<file path="config.mk">
export PLATFORM = sky130hd
export DESIGN_NAME = dio_top
export DESIGN_NICKNAME = d
export VERILOG_FILES = /design/src/common/dio_pkg.sv /design/src/common/dio_deb_if.sv /design/src/dio_debounce.sv /design/src/dio_top.sv
export SDC_FILE = /design/constraint.sdc
export NUM_CORES = 2
export LEC_CHECK = 0
export ABC_AREA = 1
export BUFFER_PORTS_ARGS = -buffer_cell sky130_fd_sc_hd__buf_2
export CAP_MARGIN = 20
export CORE_ASPECT_RATIO = 0.5
export CORE_MARGIN = 3
export CORE_UTILIZATION = 30
export DETAILED_ROUTE_END_ITERATION = 16
export SETUP_SLACK_MARGIN = 0.3
export SKIP_LAST_GASP = 1
export SLEW_MARGIN = 5
export SYNTH_ARGS = -nofsm -noshare
export SYNTH_HDL_FRONTEND = slang
export SYNTH_SLANG_ARGS = --single-unit
</file>
<file path="constraint.sdc">
create_clock -name I_MCLK -period 9.4 [get_ports I_MCLK]
set_input_delay 0.94 -clock I_MCLK [delete_from_list [all_inputs] [get_ports I_MCLK]]
set_output_delay 0.94 -clock I_MCLK [all_outputs]
set_load 0.03 [all_outputs]
</file>
<file path="src/common/dio_pkg.sv">
// Constants, register map and timing figures of the debounced digital I/O block
//
// Summary of operation
// - Forty-eight buffered inputs, each with its own debounce filter; all share one programmable length.
// - Each filter is a counter; a new level is accepted once the count is reached.
// - Duration code 00/01/10/11 selects 32/512/8000/64000 debounce clock periods.
// - Debounce clock is the internal 8MHz rate or an external clock on pin 47.
// - Debounce time may deviate by up to two debounce clock periods.
// - Every channel can flag a falling edge, rising edge or change of state, except channel 47 while it carries the external debounce clock.
// - Change-of-state detection works on a pair of input channels.
// - Register space supports 16-bit accesses and 8-bit accesses of the low byte.
// - Identification space reads 32 type 1 bytes at consecutive odd addresses.
// - For 200ms after power-up all bus signals are ignored; host expects nothing.
// - Every read and write completes with zero wait states.
// - The 48 points are open-drain: pulled low when output bit set, else released.
package dio_pkg;

    localparam int NCH       = 48;
    localparam int DW        = 16;
    localparam int AW        = 6;
    localparam int CNTW      = 16;
    localparam int NPAIR     = NCH / 2;
    localparam int EXT_CH    = 47;

    // Clock rates and the power-up blackout
    localparam int CLK_MHZ        = 50;
    localparam int DEB_MHZ        = 8;
    localparam int BLACKOUT_MS    = 200;
    localparam int BLACKOUT_CYC   = BLACKOUT_MS * CLK_MHZ * 1000;
    localparam int BLKW           = 24;
    localparam logic [6:0] ACC_STEP = 7'(DEB_MHZ);
    localparam logic [6:0] ACC_WRAP = 7'(CLK_MHZ);

    // Debounce counts per duration code
    localparam logic [CNTW-1:0] DEB_CNT_0 = 16'd32;
    localparam logic [CNTW-1:0] DEB_CNT_1 = 16'd512;
    localparam logic [CNTW-1:0] DEB_CNT_2 = 16'd8000;
    localparam logic [CNTW-1:0] DEB_CNT_3 = 16'd64000;

    // Register byte addresses; data, enable, type and pending are groups of three 16-bit words
    localparam logic [AW-1:0] ADDR_DATA = 6'h00;
    localparam logic [AW-1:0] ADDR_EN   = 6'h06;
    localparam logic [AW-1:0] ADDR_TYPE = 6'h0c;
    localparam logic [AW-1:0] ADDR_PEND = 6'h12;
    localparam logic [AW-1:0] ADDR_COS0 = 6'h18;
    localparam logic [AW-1:0] ADDR_COS1 = 6'h1a;
    localparam logic [AW-1:0] ADDR_CTRL = 6'h1c;
    localparam logic [AW-1:0] WORD_STEP = 6'h02;
    localparam int            NWORD     = 3;

    // Control word fields
    localparam int CTRL_DUR_LSB = 0;
    localparam int CTRL_EXT_BIT = 2;
    localparam int CTRL_W       = 3;

    localparam logic [DW-1:0] LOW_BYTE = 16'h00ff;
    localparam logic [DW-1:0] ALL_BITS = 16'hffff;
    localparam logic          PIN_IDLE = 1'b1;

    // Identification space
    localparam int ID_BYTES = 32;
    localparam logic [7:0] ID_CHR_I = 8'h49;
    localparam logic [7:0] ID_CHR_P = 8'h50;
    localparam logic [7:0] ID_CHR_A = 8'h41;
    localparam logic [7:0] ID_CHR_C = 8'h43;
    localparam logic [7:0] ID_USED  = 8'h0c;

endpackage

</file>
<file path="src/common/dio_deb_if.sv">
// Link between the top level and one debounce filter channel
`timescale 1ns/10ps
interface dio_deb_if;
    import dio_pkg::*;

    logic            raw;
    logic            tick;
    logic [CNTW-1:0] target;
    logic            level;

    modport ctl (output raw, output tick, output target, input level);
    modport flt (input raw, input tick, input target, output level);
endinterface

</file>
<file path="src/dio_debounce.sv">
// One counter-based debounce filter channel
`timescale 1ns/10ps
module dio_debounce
    import dio_pkg::*;
(
    input  wire logic I_MCLK,
    input  wire logic I_RST_N,
    dio_deb_if.flt    deb
);

    logic [CNTW-1:0] cnt_q;
    logic            level_q;

    assign deb.level = level_q;

    ////////////////////////////////////////////////////////////////////////
    // Count debounce clock periods while raw differs from accepted level
    always_ff @(posedge I_MCLK or negedge I_RST_N) begin
        if (!I_RST_N) begin
            cnt_q   <= '0;
            level_q <= PIN_IDLE;
        end else if (deb.raw == level_q) begin
            cnt_q <= '0;
        end else if (deb.tick) begin
            if (cnt_q + 16'h0001 >= deb.target) begin
                level_q <= deb.raw;
                cnt_q   <= '0;
            end else begin
                cnt_q <= cnt_q + 16'h0001;
            end
        end
    end

endmodule

</file>
<file path="src/dio_top.sv">
// Debounced 48-channel open-drain digital I/O port with event flags
`timescale 1ns/10ps
module dio_top
    import dio_pkg::*;
#(
    parameter int         BLACKOUT_CYCLES = BLACKOUT_CYC,
    // Identification values; arbitrary neutral defaults
    parameter logic [7:0] ID_MAKER        = 8'h5a,
    parameter logic [7:0] ID_MODEL        = 8'h21,
    parameter logic [7:0] ID_REV          = 8'h01
)
(
    input  wire logic          I_MCLK,
    input  wire logic          I_RST_N,
    input  wire logic [AW-1:0] I_ADDR,
    input  wire logic [DW-1:0] I_WDATA,
    input  wire logic          I_WR,
    input  wire logic          I_RD,
    input  wire logic          I_BYTE,
    input  wire logic          I_ID_SEL,
    output logic      [DW-1:0] O_RDATA,
    input  wire logic [NCH-1:0] I_IO_I,
    output logic      [NCH-1:0] O_IO_O,
    output logic      [NCH-1:0] O_IO_OE,
    output logic               O_EVENT,
    output logic               O_READY
);

    ////////////////////////////////////////////////////////////////////////
    // Power-up blackout

    logic [BLKW-1:0] blk_cnt_q;
    logic            ready_q;

    always_ff @(posedge I_MCLK or negedge I_RST_N) begin
        if (!I_RST_N) begin
            blk_cnt_q <= '0;
            ready_q   <= 1'b0;
        end else if (!ready_q) begin
            if (blk_cnt_q >= BLKW'(BLACKOUT_CYCLES - 1)) begin
                ready_q <= 1'b1;
            end else begin
                blk_cnt_q <= blk_cnt_q + 24'h000001;
            end
        end
    end

    assign O_READY = ready_q;

    logic wr_ok;
    logic rd_ok;

    assign wr_ok = I_WR && ready_q && !I_ID_SEL;
    assign rd_ok = I_RD && ready_q;

    ////////////////////////////////////////////////////////////////////////
    // Register storage

    logic [NCH-1:0]    out_q;
    logic [NCH-1:0]    en_q;
    logic [NCH-1:0]    type_q;
    logic [NCH-1:0]    pend_q;
    logic [NPAIR-1:0]  cos_q;
    logic [CTRL_W-1:0] ctrl_q;

    logic [DW-1:0]     lane_mask;
    logic [NCH-1:0]    wmask_data;
    logic [NCH-1:0]    wmask_en;
    logic [NCH-1:0]    wmask_type;
    logic [NCH-1:0]    wmask_pend;
    logic [NCH-1:0]    wdata_rep;
    logic [2*DW-1:0]   wmask_cos;
    logic [NPAIR-1:0]  cos_wr;
    logic              wr_ctrl;
    assign lane_mask = I_BYTE ? LOW_BYTE : ALL_BITS;
    assign wdata_rep = {I_WDATA, I_WDATA, I_WDATA};
    assign cos_wr    = NPAIR'({I_WDATA, I_WDATA} & wmask_cos);

    // Per-word write masks for the three-word groups
    always_comb begin
        wmask_data = '0;
        wmask_en   = '0;
        wmask_type = '0;
        wmask_pend = '0;
        wmask_cos  = '0;
        for (int n = 0; n < NWORD; n++) begin
            if (wr_ok && I_ADDR == ADDR_DATA + AW'(n) * WORD_STEP) begin
                wmask_data[n*DW +: DW] = lane_mask;
            end
            if (wr_ok && I_ADDR == ADDR_EN + AW'(n) * WORD_STEP) begin
                wmask_en[n*DW +: DW] = lane_mask;
            end
            if (wr_ok && I_ADDR == ADDR_TYPE + AW'(n) * WORD_STEP) begin
                wmask_type[n*DW +: DW] = lane_mask;
            end
            if (wr_ok && I_ADDR == ADDR_PEND + AW'(n) * WORD_STEP) begin
                wmask_pend[n*DW +: DW] = lane_mask;
            end
        end
        if (wr_ok && I_ADDR == ADDR_COS0) begin
            wmask_cos[DW-1:0] = lane_mask;
        end
        if (wr_ok && I_ADDR == ADDR_COS1) begin
            wmask_cos[2*DW-1:DW] = lane_mask;
        end
    end

    assign wr_ctrl = wr_ok && I_ADDR == ADDR_CTRL;

    always_ff @(posedge I_MCLK or negedge I_RST_N) begin
        if (!I_RST_N) begin
            out_q <= '0;
        end else begin
            out_q <= (out_q & ~wmask_data) | (wdata_rep & wmask_data);
        end
    end

    always_ff @(posedge I_MCLK or negedge I_RST_N) begin
        if (!I_RST_N) begin
            en_q   <= '0;
            type_q <= '0;
        end else begin
            en_q   <= (en_q & ~wmask_en) | (wdata_rep & wmask_en);
            type_q <= (type_q & ~wmask_type) | (wdata_rep & wmask_type);
        end
    end

    always_ff @(posedge I_MCLK or negedge I_RST_N) begin
        if (!I_RST_N) begin
            cos_q <= '0;
        end else begin
            cos_q <= (cos_q & ~wmask_cos[NPAIR-1:0]) | cos_wr;
        end
    end

    always_ff @(posedge I_MCLK or negedge I_RST_N) begin
        if (!I_RST_N) begin
            ctrl_q <= '0;
        end else if (wr_ctrl) begin
            ctrl_q <= I_WDATA[CTRL_W-1:0];
        end
    end

    ////////////////////////////////////////////////////////////////////////
    // Open-drain output drive

    assign O_IO_O  = '0;
    assign O_IO_OE = out_q;

    ////////////////////////////////////////////////////////////////////////
    // Pin input synchronisers

    logic [NCH-1:0] sync1_q;
    logic [NCH-1:0] sync2_q;
    logic [NCH-1:0] sync3_q;
    logic [NCH-1:0] pin_q;
    logic [NCH-1:0] agree;

    always_ff @(posedge I_MCLK or negedge I_RST_N) begin
        if (!I_RST_N) begin
            sync1_q <= {NCH{PIN_IDLE}};
            sync2_q <= {NCH{PIN_IDLE}};
            sync3_q <= {NCH{PIN_IDLE}};
        end else begin
            sync1_q <= I_IO_I;
            sync2_q <= sync1_q;
            sync3_q <= sync2_q;
        end
    end

    assign agree = ~(sync2_q ^ sync3_q);

    always_ff @(posedge I_MCLK or negedge I_RST_N) begin
        if (!I_RST_N) begin
            pin_q <= {NCH{PIN_IDLE}};
        end else begin
            pin_q <= (sync2_q & agree) | (pin_q & ~agree);
        end
    end

    ////////////////////////////////////////////////////////////////////////
    // Debounce clock: 8MHz rate from fractional accumulator or external pin

    logic [6:0] acc_q;
    logic       int_tick_q;
    logic       ext_prev_q;
    logic       ext_tick;
    logic       ext_sel;
    logic       deb_tick;

    assign ext_sel = ctrl_q[CTRL_EXT_BIT];

    always_ff @(posedge I_MCLK or negedge I_RST_N) begin
        if (!I_RST_N) begin
            acc_q      <= '0;
            int_tick_q <= 1'b0;
        end else if (acc_q + ACC_STEP >= ACC_WRAP) begin
            acc_q      <= acc_q + ACC_STEP - ACC_WRAP;
            int_tick_q <= 1'b1;
        end else begin
            acc_q      <= acc_q + ACC_STEP;
            int_tick_q <= 1'b0;
        end
    end

    always_ff @(posedge I_MCLK or negedge I_RST_N) begin
        if (!I_RST_N) begin
            ext_prev_q <= PIN_IDLE;
        end else begin
            ext_prev_q <= pin_q[EXT_CH];
        end
    end

    // Rising edge of the filtered external clock pin
    assign ext_tick = pin_q[EXT_CH] && !ext_prev_q;
    assign deb_tick = ext_sel ? ext_tick : int_tick_q;

    logic [CNTW-1:0] deb_target;

    always_comb begin
        case (ctrl_q[CTRL_DUR_LSB +: 2])
            2'h0:    deb_target = DEB_CNT_0;
            2'h1:    deb_target = DEB_CNT_1;
            2'h2:    deb_target = DEB_CNT_2;
            2'h3:    deb_target = DEB_CNT_3;
            default: deb_target = DEB_CNT_0;
        endcase
    end

    ////////////////////////////////////////////////////////////////////////
    // Debounce filters, one per channel

    logic [NCH-1:0] deb_lvl;

    for (genvar ch = 0; ch < NCH; ch++) begin : g_deb
        dio_deb_if link ();

        assign link.raw    = pin_q[ch];
        assign link.tick   = deb_tick;
        assign link.target = deb_target;
        assign deb_lvl[ch] = link.level;

        dio_debounce u_deb (
            .I_MCLK  (I_MCLK),
            .I_RST_N (I_RST_N),
            .deb     (link.flt)
        );
    end

    // Channel 47 carries the debounce clock when external is chosen
    logic [NCH-1:0] in_mask;
    logic [NCH-1:0] in_val;

    always_comb begin
        in_mask         = '1;
        in_mask[EXT_CH] = !ext_sel;
    end

    assign in_val = deb_lvl & in_mask;

    ////////////////////////////////////////////////////////////////////////
    // Event detection on debounced levels

    logic [NCH-1:0] deb_prev_q;
    logic [NCH-1:0] rise;
    logic [NCH-1:0] fall;
    logic [NCH-1:0] event_hit;
    logic [NCH-1:0] pair_cos;

    always_ff @(posedge I_MCLK or negedge I_RST_N) begin
        if (!I_RST_N) begin
            deb_prev_q <= {NCH{PIN_IDLE}};
        end else begin
            deb_prev_q <= deb_lvl;
        end
    end

    assign rise = deb_lvl & ~deb_prev_q;
    assign fall = ~deb_lvl & deb_prev_q;

    always_comb begin
        for (int p = 0; p < NPAIR; p++) begin
            pair_cos[2*p]   = cos_q[p];
            pair_cos[2*p+1] = cos_q[p];
        end
    end

    // Type bit set: rising edge; clear: falling edge; pair COS: either edge
    assign event_hit = en_q & in_mask
                     & ((pair_cos & (rise | fall))
                     | (~pair_cos & type_q & rise)
                     | (~pair_cos & ~type_q & fall));

    // A new event wins over a clear in the same cycle
    always_ff @(posedge I_MCLK or negedge I_RST_N) begin
        if (!I_RST_N) begin
            pend_q <= '0;
        end else begin
            pend_q <= (pend_q & ~(wdata_rep & wmask_pend)) | event_hit;
        end
    end

    always_ff @(posedge I_MCLK or negedge I_RST_N) begin
        if (!I_RST_N) begin
            O_EVENT <= 1'b0;
        end else begin
            O_EVENT <= |pend_q;
        end
    end

    ////////////////////////////////////////////////////////////////////////
    // Identification space, odd byte addresses only

    logic [7:0] id_byte;

    always_comb begin
        id_byte = '0;
        if (I_ADDR[0]) begin
            case (I_ADDR[AW-1:1])
                5'h00:   id_byte = ID_CHR_I;
                5'h01:   id_byte = ID_CHR_P;
                5'h02:   id_byte = ID_CHR_A;
                5'h03:   id_byte = ID_CHR_C;
                5'h04:   id_byte = ID_MAKER;
                5'h05:   id_byte = ID_MODEL;
                5'h06:   id_byte = ID_REV;
                5'h0b:   id_byte = ID_USED;
                default: id_byte = '0;
            endcase
        end
    end

    ////////////////////////////////////////////////////////////////////////
    // Read path: data in the cycle after the strobe

    logic [DW-1:0] rd_word;

    always_comb begin
        rd_word = '0;
        for (int n = 0; n < NWORD; n++) begin
            if (I_ADDR == ADDR_DATA + AW'(n) * WORD_STEP) begin
                rd_word = in_val[n*DW +: DW];
            end
            if (I_ADDR == ADDR_EN + AW'(n) * WORD_STEP) begin
                rd_word = en_q[n*DW +: DW];
            end
            if (I_ADDR == ADDR_TYPE + AW'(n) * WORD_STEP) begin
                rd_word = type_q[n*DW +: DW];
            end
            if (I_ADDR == ADDR_PEND + AW'(n) * WORD_STEP) begin
                rd_word = pend_q[n*DW +: DW];
            end
        end
        if (I_ADDR == ADDR_COS0) begin
            rd_word = cos_q[DW-1:0];
        end
        if (I_ADDR == ADDR_COS1) begin
            rd_word = DW'(cos_q[NPAIR-1:DW]);
        end
        if (I_ADDR == ADDR_CTRL) begin
            rd_word = DW'(ctrl_q);
        end
    end

    always_ff @(posedge I_MCLK or negedge I_RST_N) begin
        if (!I_RST_N) begin
            O_RDATA <= '0;
        end else if (rd_ok && I_ID_SEL) begin
            O_RDATA <= DW'(id_byte);
        end else if (rd_ok) begin
            O_RDATA <= rd_word & lane_mask;
        end else begin
            O_RDATA <= '0;
        end
    end

endmodule

</file>
==> summary.txt <==
Synthesis
  • Gate count after technology mapping: 9744
  • Syn. warnings: 0
  • Count leader, synth: nand2_1
  • Top cell type by total area after synthesis: dfrtp_1
  • Area of the mapped netlist: 0.08023 mm2
  • Register area share after synthesis: 41.78%
  • Synth top area cells: dfrtp_1 (32%), ha_1 (11%), nand2_1 (9.7%)
  • EDFF count, synth: 0
  • Average size of a mapped cell: 8.234 um2
  • Synthesis-stage register bit count: 1325
  • Most used DFF post-synth: dfrtp_1
  • Async SR Flop Fraction: 100.0%
  • Yosys cell types: 71
  • Synth top area share: 32.31%
  • Commonest cells in the netlist: nand2_1 (2083), inv_1 (1490), dfrtp_1 (1036)

Setup path
  • CP Launch Type: flop
  • Critical Path Stages: 12
  • Worst R2R Path Depth: 12
  • CP max-delay cell: buf_4
  • Top cell family by delay on the critical path: buffers and inverters
  • RR Endpoint: g_deb[35].u_deb.cnt_q[1]
  • Worst flop-to-flop path startpoint: ctrl_q[1]
  • Worst endpoint required time: 10.09 ns
  • CP max stage delay: 0.58 ns
  • Data arrival, critical path: 4.91 ns
  • CP max FO: 38
  • Critical Path Start: ctrl_q[1]
  • Critical-path cell list: nand2_4, buf_4, buf_4, ha_1, a21oi_1, o21ai_0, a21oi_1, a21boi_0, nand4_1, inv_1, nand2_1, o21ai_0
  • Reg2reg setup slack: 5.17 ns
  • Buf+Inv Stages, Crit Path: 3
  • Critical path type: reg -> reg
  • Crit path capture type: flop
  • Setup crit end: g_deb[35].u_deb.cnt_q[1]

Timing
  • Setup repair after global routing missed its margin: false
  • Clock Skews: 0.02976 ns
  • Final hold vios: 0
  • PnR worst setup slack: 5.175 ns
  • Setup TNS: 0 ns
  • Headroom to the max-slew limit: 26.54%
  • Worst-margin pin slew: 1.102 ns
  • Fin Hold WS: 0.1256 ns
  • Max frequency: 236.7 MHz
  • Tmin final: 4.225 ns
  • Slew Limit Fails: 0
  • Setup violations, final: 0
  • Fin crit share: 44.95%

Pwr
  • Worst VDD drop: 210.5 uV
  • Pwr Total: 12450 uW
  • PwrDens: 138.7 mW/mm2
  • Leakage Power: 0.04320 uW

Floorplanning
  • Core ar.: 0.2644 mm2
  • Rows: 133
  • Top Ports: 190
  • Initial Utilization: 30.34%
  • Die Ht: 371.7 um
  • Die area: 0.2741 mm2
  • Die width: 737.4 um

Placed design
  • I/O Buffers: 141
  • Placed Instances: 13260
  • Routability congestion estimate: 0.9199
  • Place WS: 5.210 ns
  • Final HPWL DP: 142800 um

Routing
  • ANT nets after route: 0
  • Routed WL per cell: 15.06 um
  • 1st-pass router iterations: 6
  • Vias: 64210
  • DRC viols: 0
  • Avg Vias per Cell: 4.747
  • Final WL: 203700 um
  • Initial DRC Count: 4712

GRT
  • GRT Residual Overflow: 0
  • Initial antenna violation count: 1
  • Largest net degree at the start of global routing: 165
  • First-pass GRT wire length: 332600 um
  • Vias in the first global route: 62600
  • Tot GR Track Use: 14.72%

Finish
  • Post-route insts no fill: 13530
  • Area Overhead vs Synth: 11.85%
  • Final net count: 10650
  • Fillers: 27290
  • Layout cells sized above 1: 9.906%

Worst hold path
  • HP Class: in -> async

Clock network
  • Clk Latency, worst-skew pair: 0.79 ns
  • CTS Root Cell: clkbuf_16
  • CTS Sinks: 1325
  • CTS tree: done
  • Setup bufs post-CTS: 0
  • Num CTS Buffers: 143
  • PostCTS Resize Cnt: 0
  • Reg clk slew, reported paths: 0.06 ns
  • H-tree depth reported by CTS: 4
  • Longest Clk Path Bufs: 3
  • Hold-fix buffer count after cts: 0

Outcome
  • Status: finished clean

Run
  • Max cap viols: 0
## placed cells by master, fill, tap and decap left out, types with 131 or more instances in the layout
master,Yosys,layout
nor2_1,451,450
nand3_1,671,671
dfrtp_1,1036,1036
o21ai_0,825,825
a21oi_1,273,273
nand4_1,184,184
nand2_1,2083,2081
inv_1,1490,1489
dfstp_2,289,289
xor2_1,524,524
nor3_1,131,131
clkbuf_16,0,148
o22ai_1,158,158
ha_1,682,682
buf_2,71,140
## metrics by stage
step	cell area (um2)	util, %
after floorplan	80410	-
after global placement	84700	32.03
after detailed placement	84700	32.03
after CTS	89730	33.94
after global routing	89740	33.94
final	89740	33.94
## how the worst min path moves through the flow
stage	from	endpoint	depth (start not counted)	slack, ns
5_1_grt	I_IO_I[46]	sync1_q[46]	1	0.19
6_report	I_RST_N	g_deb[33].u_deb.cnt_q[13]	1	0.13
4_1_cts	I_IO_I[27]	sync1_q[27]	1	0.16
3_3_place_gp	sync1_q[33]	sync2_q[33]	0	0.35
3_5_place_dp	sync1_q[24]	sync2_q[24]	0	0.35
2_1_floorplan	sync1_q[0]	sync2_q[0]	0	0.35
## per-layer routing
metal / vias up / GRT usage (%) / share of wire (%)
li1: 32000 / - / -
met1: 30630 / 19.85 / 47
met2: 1254 / 24.47 / 46
met3: 330 / 1.849 / 4.3
met4: 0 / 4.803 / 3.1
met5: - / 0 / 0
## cell type report
type	count	area [um2]	share of cell area [%]
Timing Repair Buffer	178	1086	1.210
Antenna cell	2	5.005	0.005577
Clock buffer	219	4280	4.770
Multi-Input combinational cell	6706	39920	44.48
Clock inverter	49	757.0	0.8435
Sequential cell	1325	33520	37.35
Inverter	1537	5782	6.443
Tap cell	3510	4392	4.894
## report_power, final
part	total, uW	switching, uW	leakage [uW]	internal, uW
sequential	5920	85.5	0.0171	5840
clock	6050	2450	0.00246	3600
combinational	469	375	0.0236	93.9
## logic make-up (layout without fill, tap and decap cells)
logic type / Yosys count / after routing / share of synthesized area [%]
fa+ha+maj: 730 / 730 / 11.23
buf+inv: 1760 / 1983 / 8.727
mux: 3 / 3 / 0.03743
simple gates: 3831 / 3831 / 21.52
compound gates: 1510 / 1510 / 10.29
other cells: 1 / 50 / 0.004674
flops: 1325 / 1325 / 41.78
xor+xnor: 584 / 584 / 6.413
No activity file was read; power rests on OpenSTA's default activity.
